## src/verilog/bwp_regs.svh

```systemverilog
// register offsets, field positions, reset values and timing figures
// included by the port design file of the byte-wide buffered port and by its testbench
`ifndef BWP_REGS_SVH
`define BWP_REGS_SVH

// ==================================================================
// register offsets
`define BWP_OFS_DATA 8'h48
`define BWP_OFS_PWM 8'h4b
`define BWP_OFS_CTL 8'h4c
`define BWP_OFS_FSEL 8'h4d
`define BWP_OFS_DRV 8'h4e
`define BWP_OFS_DIR 8'h4f

// ==================================================================
// field positions
`define BWP_TSEL_LO_LSB 0
`define BWP_TSEL_HI_LSB 4
`define BWP_PWM0_BIT 0
`define BWP_PWM1_BIT 1
`define BWP_RX_ONLY_MASK 8'h88

// ==================================================================
// reset values
`define BWP_RST_ZERO 8'h00
`define BWP_RST_DIR 8'h00
`define BWP_RST_CTL 8'h00
`define BWP_RST_SEL 2'h0

// ==================================================================
// timing
`define BWP_SYNC_STAGES 2

`endif

```

## src/verilog/bwp_pkg.sv

```systemverilog
// types shared by the byte-wide buffered port
// assumes bwp_regs.svh is included alongside for the numbers
package bwp_pkg;

    typedef logic [7:0] bwp_byte_t;

    typedef enum logic [1:0] {
        BWP_SRC_HALF = 2'h0,
        BWP_SRC_TMR1 = 2'h1,
        BWP_SRC_TMR2 = 2'h2,
        BWP_SRC_TMR3 = 2'h3
    } bwp_tsel_t;

endpackage : bwp_pkg

```

## src/verilog/bwp_sync2.sv

```systemverilog
// two-stage level synchroniser for a bus of pins
// assumes one clock and a synchronous active-low reset
`timescale 1ns/1ps
module bwp_sync2 #(
    parameter int W = 8
) (
    // clock and reset
    input wire logic core_clk,
    input wire logic nrst,
    // levels
    input wire logic [W-1:0] lvl_in,
    output logic [W-1:0] lvl_sync
);

    logic [W-1:0] meta_reg;

    always_ff @(posedge core_clk) begin
        if (!nrst) begin
            meta_reg <= '0;
            lvl_sync <= '0;
        end else begin
            meta_reg <= lvl_in;
            lvl_sync <= meta_reg;
        end
    end

endmodule : bwp_sync2

```

## src/verilog/bwp_load_pick.sv

```systemverilog
// load-strobe picker for one nibble of the port
// assumes timer levels are synchronous to core_clk
`timescale 1ns/1ps
module bwp_load_pick
    import bwp_pkg::*;
(
    // clock and reset
    input wire logic core_clk,
    input wire logic nrst,
    // sources
    input wire bwp_tsel_t sel,
    input wire logic half_tick,
    input wire logic [2:0] timer_lvl,
    // strobe
    output logic load
);

    logic [2:0] prev_reg;
    logic [2:0] rise;

    // one-cycle pulse on each timer rising edge
    always_ff @(posedge core_clk) begin
        if (!nrst) begin
            prev_reg <= 3'h0;
        end else begin
            prev_reg <= timer_lvl;
        end
    end

    assign rise = timer_lvl & ~prev_reg;

    always_comb begin
        case (sel)
            BWP_SRC_HALF: load = half_tick;
            BWP_SRC_TMR1: load = rise[0];
            BWP_SRC_TMR2: load = rise[1];
            BWP_SRC_TMR3: load = rise[2];
            default: load = 1'b0;
        endcase
    end

endmodule : bwp_load_pick

```

## src/verilog/bwp_port.sv

```systemverilog
// byte-wide buffered i/o port: registers, load timing, pin drive
// assumes a plain register port on core_clk, pins split into in/out/oe,
// and timer, serial and pwm signals synchronous to core_clk
`timescale 1ns/1ps
`include "bwp_regs.svh"
module bwp_port
    import bwp_pkg::*;
#(
    parameter int PINS = 8
) (
    // clock and reset
    input wire logic core_clk,
    input wire logic nrst,
    // register port
    input wire logic [7:0] reg_addr,
    input wire logic [7:0] reg_wdata,
    input wire logic reg_wr,
    input wire logic reg_rd,
    output logic [7:0] reg_rdata,
    // pins
    input wire logic [PINS-1:0] pin_in,
    output logic [PINS-1:0] pin_out,
    output logic [PINS-1:0] pin_oe,
    // timer outputs
    input wire logic [2:0] timer_src,
    // serial port a
    input wire logic serial_a_transmit_data,
    input wire logic serial_a_receive_clock,
    input wire logic serial_a_transmit_clock,
    output logic serial_a_receive_data,
    output logic serial_a_rx_clock_in,
    output logic serial_a_tx_clock_in,
    // serial port b
    input wire logic serial_b_transmit_data,
    input wire logic serial_b_receive_clock,
    input wire logic serial_b_transmit_clock,
    output logic serial_b_receive_data,
    output logic serial_b_rx_clock_in,
    output logic serial_b_tx_clock_in,
    // pwm
    input wire logic alt_pwm_out_zero,
    input wire logic alt_pwm_out_one
);

    // ==============================================================
    // register file
    bwp_byte_t dir_reg;
    bwp_byte_t ctl_reg;
    bwp_byte_t fsel_reg;
    bwp_byte_t drv_reg;
    bwp_byte_t buf_reg;
    logic [1:0] pwm_reg;
    logic wr_dir;
    logic wr_ctl;
    logic wr_fsel;
    logic wr_drv;
    logic wr_data;
    logic wr_pwm;

    assign wr_dir = reg_wr && (reg_addr == `BWP_OFS_DIR);
    assign wr_ctl = reg_wr && (reg_addr == `BWP_OFS_CTL);
    assign wr_fsel = reg_wr && (reg_addr == `BWP_OFS_FSEL);
    assign wr_drv = reg_wr && (reg_addr == `BWP_OFS_DRV);
    assign wr_data = reg_wr && (reg_addr == `BWP_OFS_DATA);
    assign wr_pwm = reg_wr && (reg_addr == `BWP_OFS_PWM);

    // direction: every pin an input after reset
    always_ff @(posedge core_clk) begin
        if (!nrst) begin
            dir_reg <= `BWP_RST_DIR;
        end else if (wr_dir) begin
            dir_reg <= reg_wdata;
        end
    end

    // timing selects: halved clock after reset
    always_ff @(posedge core_clk) begin
        if (!nrst) begin
            ctl_reg <= `BWP_RST_CTL;
        end else if (wr_ctl) begin
            ctl_reg <= reg_wdata;
        end
    end

    always_ff @(posedge core_clk) begin
        if (!nrst) begin
            fsel_reg <= `BWP_RST_ZERO;
        end else if (wr_fsel) begin
            fsel_reg <= reg_wdata;
        end
    end

    always_ff @(posedge core_clk) begin
        if (!nrst) begin
            drv_reg <= `BWP_RST_ZERO;
        end else if (wr_drv) begin
            drv_reg <= reg_wdata;
        end
    end

    always_ff @(posedge core_clk) begin
        if (!nrst) begin
            pwm_reg <= `BWP_RST_SEL;
        end else if (wr_pwm) begin
            pwm_reg <= reg_wdata[1:0];
        end
    end

    // write side of port_data only fills the buffer
    always_ff @(posedge core_clk) begin
        if (!nrst) begin
            buf_reg <= `BWP_RST_ZERO;
        end else if (wr_data) begin
            buf_reg <= reg_wdata;
        end
    end

    // ==============================================================
    // load timing
    logic half_reg;
    logic load_lo;
    logic load_hi;
    bwp_tsel_t tsel_lo;
    bwp_tsel_t tsel_hi;

    assign tsel_lo = bwp_tsel_t'(ctl_reg[`BWP_TSEL_LO_LSB +: 2]);
    assign tsel_hi = bwp_tsel_t'(ctl_reg[`BWP_TSEL_HI_LSB +: 2]);

    // halved peripheral clock as a tick every other cycle
    always_ff @(posedge core_clk) begin
        if (!nrst) begin
            half_reg <= 1'b0;
        end else begin
            half_reg <= ~half_reg;
        end
    end

    bwp_load_pick u_pick_lo (
        .core_clk(core_clk),
        .nrst(nrst),
        .sel(tsel_lo),
        .half_tick(half_reg),
        .timer_lvl(timer_src),
        .load(load_lo)
    );

    bwp_load_pick u_pick_hi (
        .core_clk(core_clk),
        .nrst(nrst),
        .sel(tsel_hi),
        .half_tick(half_reg),
        .timer_lvl(timer_src),
        .load(load_hi)
    );

    // output register, each nibble on its own strobe
    bwp_byte_t out_reg;

    always_ff @(posedge core_clk) begin
        if (!nrst) begin
            out_reg <= `BWP_RST_ZERO;
        end else begin
            if (load_lo) begin
                out_reg[3:0] <= buf_reg[3:0];
            end
            if (load_hi) begin
                out_reg[7:4] <= buf_reg[7:4];
            end
        end
    end

    // ==============================================================
    // pin drive
    bwp_byte_t alt_val;
    bwp_byte_t alt_en;
    bwp_byte_t drive_val;
    bwp_byte_t out_en;
    bwp_byte_t pin_out_next;
    bwp_byte_t pin_oe_next;

    // serial and pwm sources per pin
    assign alt_val = {alt_pwm_out_one, serial_a_transmit_data,
                      serial_a_receive_clock, serial_a_transmit_clock,
                      alt_pwm_out_zero, serial_b_transmit_data,
                      serial_b_receive_clock, serial_b_transmit_clock};

    always_comb begin
        alt_en = fsel_reg & ~`BWP_RX_ONLY_MASK;
        alt_en[7] = pwm_reg[`BWP_PWM1_BIT];
        alt_en[3] = pwm_reg[`BWP_PWM0_BIT];
    end

    assign drive_val = (alt_en & alt_val) | (~alt_en & out_reg);
    // receive-data function forces the pin to listen
    assign out_en = dir_reg & ~(fsel_reg & `BWP_RX_ONLY_MASK);
    // open-drain pins only ever pull low
    assign pin_out_next = drive_val & ~drv_reg;
    assign pin_oe_next = out_en & (~drv_reg | ~drive_val);

    always_ff @(posedge core_clk) begin
        if (!nrst) begin
            pin_out <= `BWP_RST_ZERO;
            pin_oe <= `BWP_RST_ZERO;
        end else begin
            pin_out <= pin_out_next;
            pin_oe <= pin_oe_next;
        end
    end

    // ==============================================================
    // pin sampling
    bwp_byte_t pin_sync;

    bwp_sync2 #(.W(PINS)) u_sync (
        .core_clk(core_clk),
        .nrst(nrst),
        .lvl_in(pin_in),
        .lvl_sync(pin_sync)
    );

    assign serial_a_receive_data = pin_sync[7];
    assign serial_a_rx_clock_in = pin_sync[5];
    assign serial_a_tx_clock_in = pin_sync[4];
    assign serial_b_receive_data = pin_sync[3];
    assign serial_b_rx_clock_in = pin_sync[1];
    assign serial_b_tx_clock_in = pin_sync[0];

    // ==============================================================
    // read side
    bwp_byte_t port_view;
    bwp_byte_t rdata_next;

    // outputs read back their driven value, inputs the pin
    assign port_view = (out_en & drive_val) | (~out_en & pin_sync);

    always_comb begin
        case (reg_addr)
            `BWP_OFS_DATA: rdata_next = port_view;
            `BWP_OFS_PWM: rdata_next = {6'h00, pwm_reg};
            default: rdata_next = 8'h00;
        endcase
    end

    always_ff @(posedge core_clk) begin
        if (!nrst) begin
            reg_rdata <= 8'h00;
        end else if (reg_rd) begin
            reg_rdata <= rdata_next;
        end else begin
            reg_rdata <= 8'h00;
        end
    end

    // ==============================================================
    // checks
    chk_reset_clear: assert property (@(posedge core_clk)
        !nrst |=> (dir_reg == 8'h00) && (ctl_reg[5:4] == 2'h0)
                  && (ctl_reg[1:0] == 2'h0))
        else $error("reset left direction or selects set");

    chk_dir_write: assert property (@(posedge core_clk)
        disable iff (!nrst)
        wr_dir |=> dir_reg == $past(reg_wdata))
        else $error("direction write lost");

    chk_out_hold_lo: assert property (@(posedge core_clk)
        disable iff (!nrst)
        nrst && !load_lo |=> out_reg[3:0] == $past(out_reg[3:0]))
        else $error("low nibble moved without strobe");

    chk_load_lo: assert property (@(posedge core_clk)
        disable iff (!nrst)
        load_lo |=> out_reg[3:0] == $past(buf_reg[3:0]))
        else $error("low nibble not loaded");

    chk_load_hi: assert property (@(posedge core_clk)
        disable iff (!nrst)
        load_hi |=> out_reg[7:4] == $past(buf_reg[7:4]))
        else $error("high nibble not loaded");

    chk_out_hold_hi: assert property (@(posedge core_clk)
        disable iff (!nrst)
        !load_hi |=> out_reg[7:4] == $past(out_reg[7:4]))
        else $error("high nibble moved without strobe");

    chk_buf_write: assert property (@(posedge core_clk)
        disable iff (!nrst)
        wr_data |=> buf_reg == $past(reg_wdata))
        else $error("data write missed the buffer");

    chk_half_tick: assert property (@(posedge core_clk)
        disable iff (!nrst)
        (tsel_lo == BWP_SRC_HALF) && load_lo |=> !half_reg ##1 half_reg)
        else $error("halved clock tick wrong");

    chk_timer_lo: assert property (@(posedge core_clk)
        disable iff (!nrst)
        (tsel_lo == BWP_SRC_TMR2) && $rose(timer_src[1]) |-> load_lo)
        else $error("timer edge missed");

    chk_pulse_once: assert property (@(posedge core_clk)
        disable iff (!nrst)
        load_hi && (tsel_hi != BWP_SRC_HALF) && !wr_ctl |=> !load_hi)
        else $error("timer strobe longer than a cycle");

    chk_od_low: assert property (@(posedge core_clk)
        disable iff (!nrst)
        nrst |=> (pin_out & $past(drv_reg)) == 8'h00)
        else $error("open-drain pin drove high");

    chk_input_off: assert property (@(posedge core_clk)
        disable iff (!nrst)
        nrst |=> (pin_oe & ~$past(dir_reg)) == 8'h00)
        else $error("input pin driven");

    chk_data_read: assert property (@(posedge core_clk)
        disable iff (!nrst)
        reg_rd && (reg_addr == `BWP_OFS_DATA)
        |=> reg_rdata == $past(port_view))
        else $error("data read mismatch");

    chk_wo_read: assert property (@(posedge core_clk)
        disable iff (!nrst)
        reg_rd && (reg_addr >= `BWP_OFS_CTL) |=> reg_rdata == 8'h00)
        else $error("write-only register read back");

    chk_sync_lat: assert property (@(posedge core_clk)
        disable iff (!nrst)
        nrst ##1 nrst |=> pin_sync == $past(pin_in, 2))
        else $error("synchroniser latency wrong");

    chk_serial_tx: assert property (@(posedge core_clk)
        disable iff (!nrst)
        dir_reg[6] && fsel_reg[6] && !drv_reg[6]
        |=> pin_oe[6] && (pin_out[6] == $past(serial_a_transmit_data)))
        else $error("serial transmit not on pin");

    chk_rx_listen: assert property (@(posedge core_clk)
        disable iff (!nrst)
        fsel_reg[7] || fsel_reg[3] |=> !(pin_oe[7] && $past(fsel_reg[7]))
        && !(pin_oe[3] && $past(fsel_reg[3])))
        else $error("receive pin driven");

    chk_pwm_route: assert property (@(posedge core_clk)
        disable iff (!nrst)
        dir_reg[3] && pwm_reg[0] && !fsel_reg[3] && !drv_reg[3]
        |=> pin_out[3] == $past(alt_pwm_out_zero))
        else $error("pwm not routed to pin");

    chk_wo_regs: assert property (@(posedge core_clk)
        disable iff (!nrst)
        reg_rd && (reg_addr == `BWP_OFS_FSEL) ##1 1'b1
        |-> reg_rdata == 8'h00)
        else $error("function register read back");

    chk_rd_idle: assert property (@(posedge core_clk)
        disable iff (!nrst)
        nrst && !reg_rd |=> reg_rdata == 8'h00)
        else $error("read data outside its cycle");

endmodule : bwp_port

```

## config.mk

```make
export PLATFORM = sky130hd
export DESIGN_NAME = bwp_port
export DESIGN_NICKNAME = d
export VERILOG_FILES = /design/src/verilog/bwp_pkg.sv /design/src/verilog/bwp_sync2.sv /design/src/verilog/bwp_load_pick.sv /design/src/verilog/bwp_port.sv
export VERILOG_INCLUDE_DIRS = /design/src /design/src/verilog
export SDC_FILE = /design/constraint.sdc
export NUM_CORES = 1
export LEC_CHECK = 0
export ABC_CLOCK_PERIOD_IN_PS = 2500
export BUFFER_PORTS_ARGS = -buffer_cell sky130_fd_sc_hd__buf_2
export CORE_ASPECT_RATIO = 0.8
export CORE_MARGIN = 2
export CORE_UTILIZATION = 53
export DETAILED_ROUTE_END_ITERATION = 12
export PLACE_DENSITY = 0.86
export SKIP_CTS_REPAIR_TIMING = 1
export SLEW_MARGIN = 40
export SYNTH_ARGS = -nofsm -noshare
export SYNTH_HDL_FRONTEND = slang
export SYNTH_SLANG_ARGS = --single-unit
export TNS_END_PERCENT = 5
```

## constraint.sdc

```tcl
create_clock -name core_clk -period 2.5 [get_ports core_clk]
set_input_delay 0.5 -clock core_clk [delete_from_list [all_inputs] [get_ports core_clk]]
set_output_delay 0.5 -clock core_clk [all_outputs]
set_load 0.05 [all_outputs]
```

==> qor.csv <==
metric,value,unit
synthCells,300,
route.vias.total,2234,
grt_overflow_total,0,
drc,0,
insertion_delay,0.35,ns
critPathCaptureType,flop,
die_h,74.0,um
ys_top_cells_by_area,"dfxtp_1 55%, mux2i_1 17%, nand2_1 6.6%, and2_1 3.7%, a211oi_2 2.3%",
cts-root-buf,clkbuf_8,
ys_seq_area_share,55.4,%
ctsHtreeMaxLevel,3,
die_w,91.6,um
tritoncts,built,
skew,0.00570,ns
slew_violations,0,
synth_fp_nets,339,
ant_nets,0,
track_usage,19.6,%
place_inst,440,
synthDistinctLibCells,28,
cts_buffers,9,
ios,69,
synthToLayoutAreaGrowth,19.5,%
grt_max_degree,85,
die-area,6780,sq um
synth_area,3250,sq um
antenna_found_initial,0,
p_leak,1.61,nW
worstMarginPinSlew,0.733,ns
finalHoldViolCount,0,
clkTransAtPathRegs,0.08,ns
powerDensity,659,nW/um^2
drt-initial-drc-count,108,
via_per_inst,4.90,
cts.sinks,90,
place_congestion,0.756,
wirelength,6100,um
antenna-diode-count,0,
crit_path_start_kind,input pin,
cts_buffer_depth,2,
status,completed,
fp.coreArea,5910,sq um
numPortBuffers,68,
firstDrtPassIters,4,
relSlewSlack,50.7,%
syn_avg_cell_area,10.8,sq um
yosysTopAreaCellShare,55.4,%
final_cells,456,
dpl.hpwl,4270,um
routedWlPerCell,13.4,um
initial_core_util,55.0,%
required,2.77,ns
setup-tns-final,0,ns
rows,25,
grt_pass1_vias,2229,
rsz0062_at_grt,false,
peakVddDrop,447,uV
period_needed,1.78,ns
max-cap-violations,0,
grt_pass1_wl,10300,um
nets,409,
crit_path_max_fanout,4,
layout_worst_path_cycle_share,71.3,%
ys_seq_elements,90,
critPathArrivalTime,2.05,ns
yosys_warnings,0,
fmax,561,MHz
drive_above_1_share,26.9,%
hold_class,in2reg,
yosys.area.top_type,dfxtp_1,
setup_viol,0,
criticalPathCategory,in2reg,
## critical path, cell delays in order
cell,delay (ns)
buf_2,0.10
or3b_1,0.51
nor4_2,0.66
mux2i_1,0.27
## kinds of logic after synthesis
kind of cell	Yosys count	share of synthesized area, %
and+or+nand+nor	113	19.1
DFF	90	55.4
muxes	56	18.0
buffers and inverters	23	2.92
AOI/OAI and AO/OA	18	4.54
## final timing paths
kind	slack [ns]	to	startpoint	depth (start not counted)
worst max-delay path	0.72	ctl_reg[4]	reg_addr[5]	4
worst min-delay path	0.35	u_sync.meta_reg[4]	pin_in[4]	2
worst max register to register	1.24	out_reg[3]	ctl_reg[1]	2
worst min register to register	0.43	u_sync.lvl_sync[3]	u_sync.meta_reg[3]	1
## cell usage after synthesis
library cell and n:
nor2_1 9, a211oi_2 6, nand4b_1 2, and3_1 2, or4b_4 1, nand2_1 57
o21a_1 2, nor2b_1 6, a2111oi_0 2, nor3_1 1, or3b_1 1, dfxtp_1 90
mux2i_1 54, buf_6 1, or4_4 1, clkbuf_1 8, buf_2 1, mux4_2 2
buf_1 4, nor4_2 1, a21oi_1 8, inv_1 9, nor3b_1 8, and2_1 19
nor3_4 1, nand3b_1 1, nor4b_1 1, nor4_4 2
## where the power goes
part           internal (W)  switching [W]
sequential          0.00145     0.00000549
combinational     0.0000521      0.0000784
clock              0.000517       0.000457
total               0.00202       0.000541
## cell usage in the layout (no fill, tap or decap)
cell type	count
dfxtp_1	90
nor4_4	2
clkinv_2	1
nand3b_1	1
and2_1	19
clkbuf_1	3
a2111oi_0	2
bufinv_16	1
nor2b_1	6
nand2_1	57
nor2_1	9
nor3_4	1
nor3b_1	8
nand4b_1	2
o21a_1	2
nor4_2	1
a21oi_1	8
nor3_1	1
inv_1	9
buf_2	68
or4_4	1
clkbuf_8	11
and3_1	2
a211oi_2	6
mux4_2	2
buf_12	1
buf_4	4
mux2i_1	54
nor4b_2	1
or3b_1	1
or4b_4	1
## metal layers
metal | track usage [%] | vias to the layer above | wire length [um]
met5 | 0 | - | 0
met4 | 6.57 | 0 | 61
met3 | 6.69 | 7 | 298
met2 | 32.8 | 50 | 2890
met1 | 24.0 | 1029 | 2850
li1 | - | 1148 | -
## per-stage QoR
stage | utilization [%] | hold slack, ns | setup slack (ns) | power, W | instance area (sq um)
2_1_floorplan | - | 0.405 | 0.567 | 0.00157 | 3250
3_3_place_gp | 62.4 | 0.414 | 0.433 | 0.00162 | 3690
3_5_place_dp | 62.4 | 0.418 | 0.379 | 0.00162 | 3690
4_1_cts | 65.7 | 0.339 | 0.750 | 0.00258 | 3880
5_1_grt | 65.7 | 0.340 | 0.652 | 0.00265 | 3880
6_report | 65.7 | 0.352 | 0.719 | 0.00256 | 3880
## final cells by class
cell class	count	area [sq um]
Timing Repair Buffer	73	390
Clock inverter	2	35.0
Sequential cell	90	1800
Multi-Input combinational cell	187	1360
Tap cell	81	101
Inverter	9	33.8
Fill cell	483	2030
Clock buffer	14	163
Note: power is estimated with default switching activity, not from simulation.
